### config.mk
export PLATFORM = sky130hd
export DESIGN_NAME = sar_adc_host_control
export DESIGN_NICKNAME = d
export VERILOG_FILES = /design/src/logic/sar_adc_host_control.v /design/src/logic/sar_bit_engine.v
export VERILOG_INCLUDE_DIRS = /design/src /design/src/pkg
export SDC_FILE = /design/constraint.sdc
export NUM_CORES = 1
export LEC_CHECK = 0
export BUFFER_PORTS_ARGS = -buffer_cell sky130_fd_sc_hd__buf_4
export CORE_UTILIZATION = 57
export DETAILED_ROUTE_END_ITERATION = 8
export PLACE_DENSITY = 0.78
export SYNTH_ARGS = -nofsm -noshare
export SYNTH_HDL_FRONTEND = slang
export SYNTH_SLANG_ARGS = --single-unit
### constraint.sdc
create_clock -name clk_sys_i -period 2.18 [get_ports clk_sys_i]
set_input_delay 0.436 -clock clk_sys_i [delete_from_list [all_inputs] [get_ports clk_sys_i]]
set_output_delay 0.436 -clock clk_sys_i [all_outputs]
set_load 0.005 [all_outputs]
### src/pkg/sar_ctrl_consts.vh
// Timing counts, widths and encodings for the converter control sequencer
`ifndef SAR_CTRL_CONSTS_VH
`define SAR_CTRL_CONSTS_VH
`define RESULT_WIDTH 13
`define SIGN_BIT_POS 12
`define CAL_CLOCKS 1396
`define AZ_CLOCKS 26
`define SAMPLE_CLOCKS 7
`define MAG_BITS 12
`define CORR_WIDTH 8
`define CORR_DEPTH 13
`define SYS_CLK_HZ 50000000
`define CONV_CLK_HZ 2000000
`endif

### src/logic/sar_adc_host_control.v
// Control sequencer and host port of a 12-bit plus sign SAR converter
// Operation
// - Read and write strobes count only with chip select low
// - Conversion starts on write strobe rising edge
// - Select and read low drive result, clear ready
// - Calibration request resets logic, starts calibration
// - Calibration stores offset and ladder corrections
// - Calibration lasts about 1396 converter clocks
// - Offset-null select low adds nulling cycle
// - Nulling adds 26 converter clocks
// - Active flag low during conversion or calibration
// - Ready flag low once result latched
// - Read, start or calibration raises ready
// - Thirteen-bit two's complement, bit 12 sign
// - Sampling lasts six to seven clocks
// - Sample seven clocks, then active goes low
// - Sign first, then magnitude MSB to LSB
// - New start aborts and resets conversion
// - Calibration cannot be aborted once started
`timescale 1ns/1ps
`include "sar_ctrl_consts.vh"
module sar_adc_host_control #(
  parameter CAL_CLOCKS = `CAL_CLOCKS,
  parameter CLK_DIV = `SYS_CLK_HZ / `CONV_CLK_HZ
) (
  input wire clk_sys_i,
  input wire reset_n_i,
  input wire chip_select_n_i,
  input wire read_n_i,
  input wire write_n_i,
  input wire cal_request_n_i,
  input wire offset_null_select_n_i,
  input wire compare_i,
  output reg [`RESULT_WIDTH-1:0] result_bus_o,
  output reg [`RESULT_WIDTH-1:0] result_bus_oe_n_o,
  output reg conv_active_n_o,
  output reg result_ready_n_o,
  output reg corr_write_o,
  output reg [3:0] corr_addr_o,
  output reg [`CORR_WIDTH-1:0] corr_data_o,
  output reg corrupt_warn_o
);
  // ************************************************************
  // State codes
  // ************************************************************
  localparam ST_IDLE = 3'd0;
  localparam ST_CAL = 3'd1;
  localparam ST_AZ = 3'd2;
  localparam ST_SAMPLE = 3'd3;
  localparam ST_CONVERT = 3'd4;

  // ************************************************************
  // Pin synchronisers and converter clock enable
  // ************************************************************
  reg [4:0] sync_a;
  reg [4:0] sync_b;
  reg [4:0] pins;
  reg [15:0] div_cnt;
  reg tick;
  wire cs_n = pins[0];
  wire rd_n = pins[1];
  wire wr_n = pins[2];
  wire cal_n = pins[3];
  wire az_n = pins[4];

  always @(posedge clk_sys_i) begin
    if (!reset_n_i) begin
      sync_a <= 5'h1f;
      sync_b <= 5'h1f;
      pins <= 5'h1f;
      div_cnt <= 16'h0000;
      tick <= 1'b0;
    end else begin
      sync_a <= {offset_null_select_n_i, cal_request_n_i, write_n_i, read_n_i, chip_select_n_i};
      sync_b <= sync_a;
      pins <= sync_b;
      // One enable per converter clock; all sequencing counts these
      tick <= (div_cnt == CLK_DIV[15:0] - 16'h0001);
      if (div_cnt == CLK_DIV[15:0] - 16'h0001) begin
        div_cnt <= 16'h0000;
      end else begin
        div_cnt <= div_cnt + 16'h0001;
      end
    end
  end

  // Rising write edge while selected; select gates both strobes
  wire start = ~cs_n & wr_n & ~sync_b[2] ? 1'b0 : (~cs_n & ~wr_n & sync_b[2]);
  wire cal_edge = ~sync_b[3] & cal_n;
  wire reading = ~cs_n & ~rd_n;

  // ************************************************************
  // Sequencer
  // ************************************************************
  reg [2:0] state;
  reg [10:0] cnt;
  reg sar_clear;
  reg [`RESULT_WIDTH-1:0] code_keep;
  reg [3:0] corr_idx;
  wire [`RESULT_WIDTH-1:0] sar_code;
  wire sar_done;

  sar_bit_engine #(
    .WIDTH(`RESULT_WIDTH)
  ) u_sar (
    .clk_sys_i(clk_sys_i),
    .reset_n_i(reset_n_i),
    .clear_i(sar_clear),
    .step_i(tick && state == ST_CONVERT),
    .compare_i(compare_i),
    .code_o(sar_code),
    .done_o(sar_done)
  );

  always @(posedge clk_sys_i) begin
    if (!reset_n_i) begin
      state <= ST_IDLE;
      cnt <= 11'h000;
      sar_clear <= 1'b1;
      code_keep <= 13'h0000;
      conv_active_n_o <= 1'b1;
      result_ready_n_o <= 1'b1;
      result_bus_o <= 13'h0000;
      result_bus_oe_n_o <= 13'h1fff;
      corr_write_o <= 1'b0;
      corr_addr_o <= 4'h0;
      corr_data_o <= 8'h00;
      corr_idx <= 4'h0;
      corrupt_warn_o <= 1'b0;
    end else begin
      sar_clear <= 1'b0;
      corr_write_o <= 1'b0;
      // Data lines driven only while selected and reading
      result_bus_oe_n_o <= reading ? 13'h0000 : 13'h1fff;
      result_bus_o <= code_keep;
      if (reading) begin
        result_ready_n_o <= 1'b1;
      end
      if (cal_edge && state != ST_CAL) begin
        // Calibration is only entered from outside a running calibration
        state <= ST_CAL;
        cnt <= 11'h000;
        corr_idx <= 4'h0;
        sar_clear <= 1'b1;
        conv_active_n_o <= 1'b0;
        result_ready_n_o <= 1'b1;
        corrupt_warn_o <= 1'b0;
      end else if (start && state != ST_CAL) begin
        // Abort; doing so mid-conversion may spoil corrections
        if (state == ST_SAMPLE || state == ST_CONVERT) begin
          corrupt_warn_o <= 1'b1;
        end
        sar_clear <= 1'b1;
        cnt <= 11'h000;
        result_ready_n_o <= 1'b1;
        conv_active_n_o <= 1'b1;
        state <= az_n ? ST_SAMPLE : ST_AZ;
      end else if (tick) begin
        case (state)
          ST_CAL: begin
            cnt <= cnt + 11'h001;
            // Offset then ladder terms land in the store; the spacing lets every entry fit one cycle
            if (cnt[5:0] == 6'h3f && corr_idx < `CORR_DEPTH) begin
              corr_write_o <= 1'b1;
              corr_addr_o <= corr_idx;
              corr_data_o <= {7'h00, compare_i};
              corr_idx <= corr_idx + 4'h1;
            end
            if (cnt == CAL_CLOCKS[10:0] - 11'h001) begin
              state <= ST_IDLE;
              conv_active_n_o <= 1'b1;
            end
          end
          ST_AZ: begin
            cnt <= cnt + 11'h001;
            if (cnt == `AZ_CLOCKS - 1) begin
              cnt <= 11'h000;
              state <= ST_SAMPLE;
            end
          end
          ST_SAMPLE: begin
            cnt <= cnt + 11'h001;
            if (cnt == `SAMPLE_CLOCKS - 1) begin
              cnt <= 11'h000;
              state <= ST_CONVERT;
              conv_active_n_o <= 1'b0;
            end
          end
          ST_CONVERT: begin
            if (sar_done) begin
              code_keep <= sar_code;
              // Latch and ready flag move together so a reader never sees the old word
              result_bus_o <= sar_code;
              conv_active_n_o <= 1'b1;
              result_ready_n_o <= 1'b0;
              state <= ST_IDLE;
            end
          end
          default: begin
            state <= ST_IDLE;
          end
        endcase
      end
    end
  end
endmodule // sar_adc_host_control

### src/logic/sar_bit_engine.v
// Successive-approximation register: sign decision then magnitude bits
`timescale 1ns/1ps
module sar_bit_engine #(
  parameter WIDTH = 13
) (
  input wire clk_sys_i,
  input wire reset_n_i,
  input wire clear_i,
  input wire step_i,
  input wire compare_i,
  output reg [WIDTH-1:0] code_o,
  output reg done_o
);
  reg [WIDTH-1:0] trial;

  always @(posedge clk_sys_i) begin
    if (!reset_n_i || clear_i) begin
      code_o <= {WIDTH{1'b0}};
      trial <= {1'b1, {(WIDTH-1){1'b0}}};
      done_o <= 1'b0;
    end else if (step_i && !done_o) begin
      if (trial[WIDTH-1]) begin
        // Sign: low for positive, high for negative input
        code_o[WIDTH-1] <= ~compare_i;
        code_o[WIDTH-2] <= 1'b1;
      end else begin
        // Keep the trial bit if input exceeds DAC, then try the next one
        if (!compare_i) begin
          code_o <= (code_o & ~trial) | (trial >> 1);
        end else begin
          code_o <= code_o | (trial >> 1);
        end
      end
      trial <= trial >> 1;
      done_o <= trial[0];
    end
  end
endmodule // sar_bit_engine

Word-level counts from Yosys, hierarchy flattened. Index checks and enable logic that the tools add are counted.

Register bits after elaboration: 113. Input bits: 8. Output and inout port bits: 42. Word-level logic and storage cells: 121.

$add $sub $neg: 3. Order comparisons: 1. Eq/ne operators: 18. Mux-type cells: 29. Bitwise logic cells: 22. Reductions and logical operators: 26.

Operators with widths (count): case mux 11 bit (3 select lines) (1); two-way mux 13 bit (2); OR 13 x 12 -> 13 bit (2); AND reduction 5 bit (5); two-way mux 11 bit (2); two-way mux 3 bit (6); adder 16 x 1 -> 16 bit, second input constant (1); equality test 16 x 5 -> 1 bit, second input constant (1); two-way mux 1 bit (15); bitwise AND 13 bit (1); NOT 13 bit (1); NOT 1 bit (12); case mux 3 bit (4 select lines) (1); adder 11 x 1 -> 11 bit, second input constant (1); equality test 11 bit, second input constant (1); equality test 11 x 3 -> 1 bit, second input constant (1); equality test 11 x 5 -> 1 bit, second input constant (1); inequality test 4 bit, second input constant (2); bitwise AND 1 bit (6); equality test 3 x 2 -> 1 bit, second input constant (2); equality test 6 bit, second input constant (1); inequality test 3 x 1 -> 1 bit, second input constant (2); inequality test 3 bit, second input constant (2); AND reduction 2 bit (3); 19 further kinds (27).

Logic depth before layout (Yosys ltp). Gate-level depths: netlist (run 1).

Depth after elaboration: 7. Gate-level depth with buffers: 8. Gate-level depth less buffers: 7.

Hierarchy. Synthesis (run 1) repeated with hierarchy kept, for this count alone.

Cell total of the unflattened synthesis: 467. Area, all modules: 4245.3 um2.

By module, submodules not included: sar_adc_host_control (instances 1, cells each 360, area each 3275.6 um2, seq. area each 1481.4 um2); sar_bit_engine (instances 1, cells each 107, area each 969.7 um2, seq. area each 540.5 um2).

Worst setup path before layout (run 1). OpenSTA, ideal clock, no wires.

Path kind: reg2reg. From: reg state[1]. To: reg u_sar.code_o[10]. Library setup time: 0.117 ns. Arrival time: 1.848 ns. Setup slack: 0.215 ns. Stages on the path, launching flop included: 9. Period minus slack after synthesis: 1.965 ns. Path through: dfxtp_1 -> buf_6 -> or4b_4 -> or2_1 -> buf_6 -> nor3_4 -> buf_6 -> nand2_1 -> a32o_1.

Word-level cells in the longest chain between the ends: 4.

Ends and longest elaborated chain: from (decl) (RTL line sar_adc_host_control.v:95) `reg [2:0] state;`; from (signal assigned) (RTL line sar_adc_host_control.v:157) `state <= az_n ? ST_SAMPLE : ST_AZ;`; equality test 3 bit (RTL line sar_adc_host_control.v:109) `.step_i(tick && state == ST_CONVERT),`; logical AND 1 bit (RTL line sar_adc_host_control.v:109); logical AND 1 bit (RTL line sar_bit_engine.v:21) `end else if (step_i && !done_o) begin`; AND reduction 2 bit (no source line); to (signal assigned) (RTL line sar_bit_engine.v:18) `code_o <= {WIDTH{1'b0}};`; to (signal, indexed assignment) (RTL line sar_bit_engine.v:24) `code_o[WIDTH-1] <= ~compare_i;`; to (signal assigned) (RTL line sar_bit_engine.v:29) `code_o <= (code_o & ~trial) | (trial >> 1);`; to (decl) (RTL line sar_bit_engine.v:11) `output reg [WIDTH-1:0] code_o,`.

No other way between the ends. A chain may end at the register's enable or synchronous reset.

Worst setup path in the final report (run 1).
From: reg state[2]. To: reg u_sar.code_o[9].

The elaborated chain is that of the path after synthesis.

==> results of run 1 <==
-- layout make-up --
type	count	area, µm²
flip-flops and latches	101	2020
repair buffers	55	413
clock buffers	9	124
fillers	579	2250
clock inverters	7	56.3
well taps	96	120
inverters	11	41.3
multi-input cells	311	1880
-- logic make-up after synthesis --
logic type	count (synthesis)	synth area share
buffers and inverters	48	0.0680
and+or+nand+nor	203	0.240
AOI/OAI and AO/OA	48	0.0810
other	1	0.000902
DFF	101	0.486
adders and majority gates	7	0.0211
muxes	19	0.0457
xor gates and xnor gates	27	0.0569
-- worst paths after layout --
kind	slack [ns]	to
max	0.19	u_sar.code_o[9]
min	0.25	sync_a[1]
max reg2reg	0.19	u_sar.code_o[9]
min reg2reg	0.41	pins[4]
-- synthesized netlist by cell type, types with 2 or more instances --
cell,count
o21ai_0,3
a31oi_1,2
o211ai_1,2
xor2_1,13
nand2_1,49
nand4_1,6
buf_6,4
a211oi_1,2
a21oi_1,19
inv_1,11
a32o_1,12
nor2_1,68
nand3_1,14
or2_2,2
or3b_2,2
and3_1,9
mux2i_1,19
xnor2_1,14
dfxtp_1,101
nor4_1,9
nor3_1,7
nor3b_1,5
nand2b_1,20
ha_1,7
clkbuf_1,13
buf_4,19
and4_1,2
-- state kept, by name, indices dropped and copies added (netlist names), 5 cells and up, named ones only --
signal / flops
div_cnt: 16
code_keep: 13
u_sar.trial: 13
u_sar.code_o: 12
cnt: 11
pins: 5
sync_a: 5
sync_b: 5
-- metal layers --
layer  share of wire  vias up  track usage
met5               0        -            0
met4           0.014        0       0.0984
met3           0.046        8       0.0493
met2            0.48       87        0.363
met1            0.46     1452        0.260
li1                -     1588            -
-- power by group --
| group | internal, mW | switching (mW) | leakage [nW] |
|---|---|---|---|
| clock | 0.429 | 0.663 | 0.0842 |
| combinational | 0.0388 | 0.0603 | 0.811 |
| sequential | 1.86 | 0.0112 | 0.818 |
| total | 2.33 | 0.735 | 1.71 |
-- metrics by stage --
stage	hold slack (ns)	worst slack, ns
floorplan	0.386	0.215
global route	0.227	0.0481
CTS	0.237	0.0846
finish	0.254	0.190
global placement	0.388	0.197
detailed placement	0.392	0.0913
-- worst register-to-register path, cell delays in order, from the launching register on --
cell and delay, ns:
dfxtp_1 0.44, or4b_4 0.50, or2_1 0.27, nor3_4 0.18, buf_4 0.17, nand2_1 0.07
a32o_1 0.27
-- repair_timing --
action,4_1_cts,5_1_grt
gates resized for setup,0,1
setup buffers,0,2
setup endpoints to repair,0,10
==> impl_metrics.ini, run 1 <==
[setup_path]
start_kind = register
critPathTopFamily = simple AND/OR/NAND/NOR gates
crit_fanout = 8
required_ns = 2.45
cp.arrival_ns = 2.26
critPathKind = reg -> reg
reg2reg_from = state[2]
worst-path-buf-inv = 1
crit_path_cell_trace = or4b_4, or2_1, nor3_4, buf_4, nand2_1, a32o_1
slowest_stage = or4b_4
r2r.worst_path.cells = 6
endpoint_kind = register
critical-path-max-stage-delay_ns = 0.50
startpoint = state[2]
cp_num_cells = 6

[synth]
ys_seq_area_frac = 0.486
synth.avg_cell_area_um2 = 9.16
netlist_area_um2 = 4160
synth_enable_flop_cells = 0
yosysTopAreaCellShare = 0.486
ys_types = 47
yosys_warnings = 0
async_flop_share = 0
synth_area_leaders = dfxtp_1, nor2_1, mux2i_1
synth-main-ff-cell = dfxtp_1
syn_inst = 454
ys_seq_elements = 101
yosys.area.top_type = dfxtp_1

[routing]
firstDrtPassIters = 4
vias = 3135
wl_um = 7600
drc = 0
drt.antenna.violating_nets = 0
first_iter_violations = 138
viasPerCell = 5.31
wire_per_inst_um = 12.9

[timing]
hold_violations = 0
rsz0062_at_grt = no
finalCritPeriodShare = 0.913
worst_pin_slew_ns = 0.599
fin_tns_setup_ns = 0
setup_viol = 0
min_period_ns = 1.99
final_max_slew_viol_count = 0
max_slew_margin = 0.597
fmax_ghz = 0.502
fin_worst_skew_ns = 0.0122

[power]
power.total_mw = 3.06
p_per_area_nw_per_um2 = 658
power_leakage_nw = 1.71
vdd_drop_max_uv = 438

[final_layout]
fin_area_um2 = 4650
stdcell_count = 590
nets = 504
area_growth_pct = 11.9
final_common_cell = dfxtp_1
final_layout_size_suffix_gt1_frac = 0.164
diodes = 0
final_cell_mix = dfxtp_1, nor2_1, buf_4, nand2_1, nand2b_1
final_util = 0.674

[clock_tree]
htreeDepth = 3
clkTransAtPathRegs_ns = 0.11
cts_hold_buf = 0
cts_sinks = 101
cts_tree = done
cts_made_buffers = 9
clock-root-buffer = clkbuf_8
clkLatencyLatePin_ns = 0.36
clockBufferDepth = 2

[place]
dpl.hpwl_um = 5240
gp_congestion = 0.927
placed_area_um2 = 4460
port_buffers = 42
dp.cells = 572

[floorplanning]
rows = 30
design.die.area_um2 = 7640
num_io_pins = 50
core_region_area_um2 = 6910
initial_core_util = 0.602
dieWidth_um = 87.4
chipHeight_um = 87.4

[global_routing]
grt.total_usage = 0.215
grt_pass1_vias = 2934
grt_pass1_wl_um = 12800
grt_max_degree = 23
grt.overflow.total = 0
antenna_found_initial = 0

[worst_hold_path]
hold_start = read_n_i
min_path_type = in -> reg
min_path_cells = 2

[flow_run]
maxCapViolations = 0

[outcome]
status = finished, final reports clean
Power figures use the tool's default switching activity.
==> run 2, diff against run 1 <==
--- a/config.mk
+++ b/config.mk
@@ -6,10 +6,13 @@
 export SDC_FILE = /design/constraint.sdc
 export NUM_CORES = 1
 export LEC_CHECK = 0
+export ABC_AREA = 1
 export BUFFER_PORTS_ARGS = -buffer_cell sky130_fd_sc_hd__buf_4
 export CORE_UTILIZATION = 57
 export DETAILED_ROUTE_END_ITERATION = 8
 export PLACE_DENSITY = 0.78
+export RECOVER_POWER = 100
 export SYNTH_ARGS = -nofsm -noshare
 export SYNTH_HDL_FRONTEND = slang
+export SYNTH_HIERARCHICAL = 1
 export SYNTH_SLANG_ARGS = --single-unit
==> run 2 against run 1 <==
Wire length increased by 12%. Sequential share of layout area decreased by 2.1 points. Clock skew increased by 0.0021 ns. Clock-buffer cell count increased by 2. Sequential power about the same. Final cell count increased by 21%. First-iteration DRC count increased by 67%. Area after synthesis increased by 8.6%. Largest power group unchanged. Via count increased by 16%. Fmax increased by 8.2%. Worst hold slack about the same. Core utilization decreased by 3.7 points.
==> impl_metrics.ini, run 2 <==
[outcome]
status = finished, final reports clean

[setup_path]
crit_fanout = 13
crit_path_cell_trace = inv_1, nand3_1, nor2_2, nand2_1, nor2_4, inv_1, nor2_1, nor2_1
endpoint_kind = register
reg2reg_slack_ns = 0.34
slowest_stage = dfxtp_1
critPathKind = reg -> reg
cp.arrival_ns = 2.10
start_kind = register
required_ns = 2.44
critical-path-max-stage-delay_ns = 0.38
r2r.worst_path.cells = 8
critPathTopFamily = simple AND/OR/NAND/NOR gates
worst-path-buf-inv = 2
r2r-end = code_keep[9]
reg2reg_from = state[0]

[timing]
fmax_ghz = 0.544
final_max_slew_viol_count = 0
worst_pin_slew_ns = 0.598
min_period_ns = 1.84
max_slew_margin = 0.601
rsz0062_at_grt = no
fin_worst_skew_ns = 0.0143
fin_hold_ws_ns = 0.254
hold_violations = 0
setup_viol = 0
finalCritPeriodShare = 0.844
fin_tns_setup_ns = 0

[final_layout]
diodes = 0
area_growth_pct = 8.42
final_layout_size_suffix_gt1_frac = 0.174
nets = 624
fin_area_um2 = 4900
top_register = div_cnt
largest_register_ffs = 16
final_common_cell = nand2_1
largestRegisters = div_cnt: 16 flops, code_keep: 13 flops, u_sar/trial: 13 flops
final_cell_mix = nand2_1, dfxtp_1, nor2_1, inv_1, a21oi_1
final_util = 0.637

[clock_tree]
clkTransAtPathRegs_ns = 0.10
cts_sinks = 101
clockBufferDepth = 2
htreeDepth = 3
post_cts_buffers = 0
clkLatencyLatePin_ns = 0.36
cts_hold_buf = 0
cts_tree = done
ctsResizeCount = 0
cts_made_buffers = 9
clock-root-buffer = clkbuf_8

[global_routing]
grt.overflow.total = 0
grt_max_degree = 26
grt.total_usage = 0.221
antenna_found_initial = 0
grt_pass1_wl_um = 15000
grt_pass1_vias = 3484

[power]
power_frac_seq = 0.565
p_int_mw = 2.59
vdd_drop_max_uv = 517
power_leakage_nw = 1.94
p_per_area_nw_per_um2 = 677
p_sw_frac = 0.218
comb_power_share = 0.032
clockPowerShare = 0.404
p_switching_uw = 721

[floorplanning]
design.die.area_um2 = 8280
num_io_pins = 50
dieWidth_um = 91.0
rows = 32
chipHeight_um = 91.0
core_region_area_um2 = 7690
initial_core_util = 0.587

[worst_hold_path]
hold_start = cal_request_n_i
min_path_type = in -> reg
whs_endpoint = sync_a[3]
min_path_cells = 2

[synth]
netlist_area_um2 = 4520
ys_seq_area_frac = 0.448
async_flop_share = 0
synth.most_common_cell = dfxtp_1
yosys.area.top_type = dfxtp_1
ys_seq_elements = 101
synth_common_cells = dfxtp_1, nand2_1, nor2_1
synth_area_leaders = dfxtp_1, nand2_1, nor2_1
synth-main-ff-cell = dfxtp_1
yosys_warnings = 6
synth.avg_cell_area_um2 = 7.79
syn_inst = 580
synth_enable_flop_cells = 0
ys_types = 37
yosysTopAreaCellShare = 0.448

[place]
gp_congestion = 0.888
port_buffers = 42
dpl.hpwl_um = 6230
placed_area_um2 = 4760

[routing]
viasPerCell = 5.09
vias = 3646
first_iter_violations = 230
wl_um = 8480
drt.antenna.violating_nets = 0
firstDrtPassIters = 4
wire_per_inst_um = 11.8
drc = 0

[flow_run]
maxCapViolations = 0
run 2: power by group through the flow:
stage / Clock, mW / Sequential (mW) / Combinational (mW)
floorplan: 0 / 1.91 / 0.0908
global placement: 0 / 1.92 / 0.109
detailed placement: 0 / 1.92 / 0.113
CTS: 1.37 / 1.87 / 0.113
global route: 1.45 / 1.88 / 0.119
finish: 1.34 / 1.87 / 0.105
run 2: layout make-up:
class | count | area, µm²
clock inverter | 5 | 88.8
inverter | 54 | 208
timing repair buffer | 45 | 323
tap | 102 | 128
multi-input combinational | 398 | 1990
sequential | 101 | 2020
clock buffer | 11 | 141
fill | 722 | 2790
run 2: worst max path at each step:
stage                            to  cells after the start      from
global placement           register                      8  state[0]
floorplan              code_keep[0]                      9  state[0]
detailed placement         register                      8  state[0]
CTS                 u_sar/code_o[9]                      7  state[0]
global route           code_keep[4]                      8  state[0]
finish                 code_keep[9]                      8  state[0]
run 2: logic make-up (layout without fill, tap and decap cells):
family / count (synthesis) / after routing / synth area share
and+or+nand+nor: 297 / 297 / 0.327
DFF: 101 / 101 / 0.448
buffers and inverters: 87 / 115 / 0.0989
AOI/OAI and AO/OA: 77 / 77 / 0.0867
xor gates and xnor gates: 10 / 10 / 0.0194
adders and majority gates: 7 / 7 / 0.0194
other: 1 / 7 / 0.000830
run 2: metrics by stage:
stage | worst slack, ns | total power, mW | instances
finish | 0.340 | 3.31 | 716
global route | 0.171 | 3.44 | 716
CTS | 0.398 | 3.36 | 716
detailed placement | 0.429 | 2.03 | 700
global placement | 0.512 | 2.02 | 700
floorplan | 0.810 | 2.00 | 586
run 2: metal layers:
| layer | vias up | wire, µm | GRT usage |
|---|---|---|---|
| met4 | 0 | 161 | 0.0860 |
| met1 | 1663 | 3820 | 0.264 |
| met2 | 79 | 4110 | 0.383 |
| met3 | 15 | 386 | 0.0544 |
| met5 | - | 0 | 0 |
| li1 | 1889 | - | - |
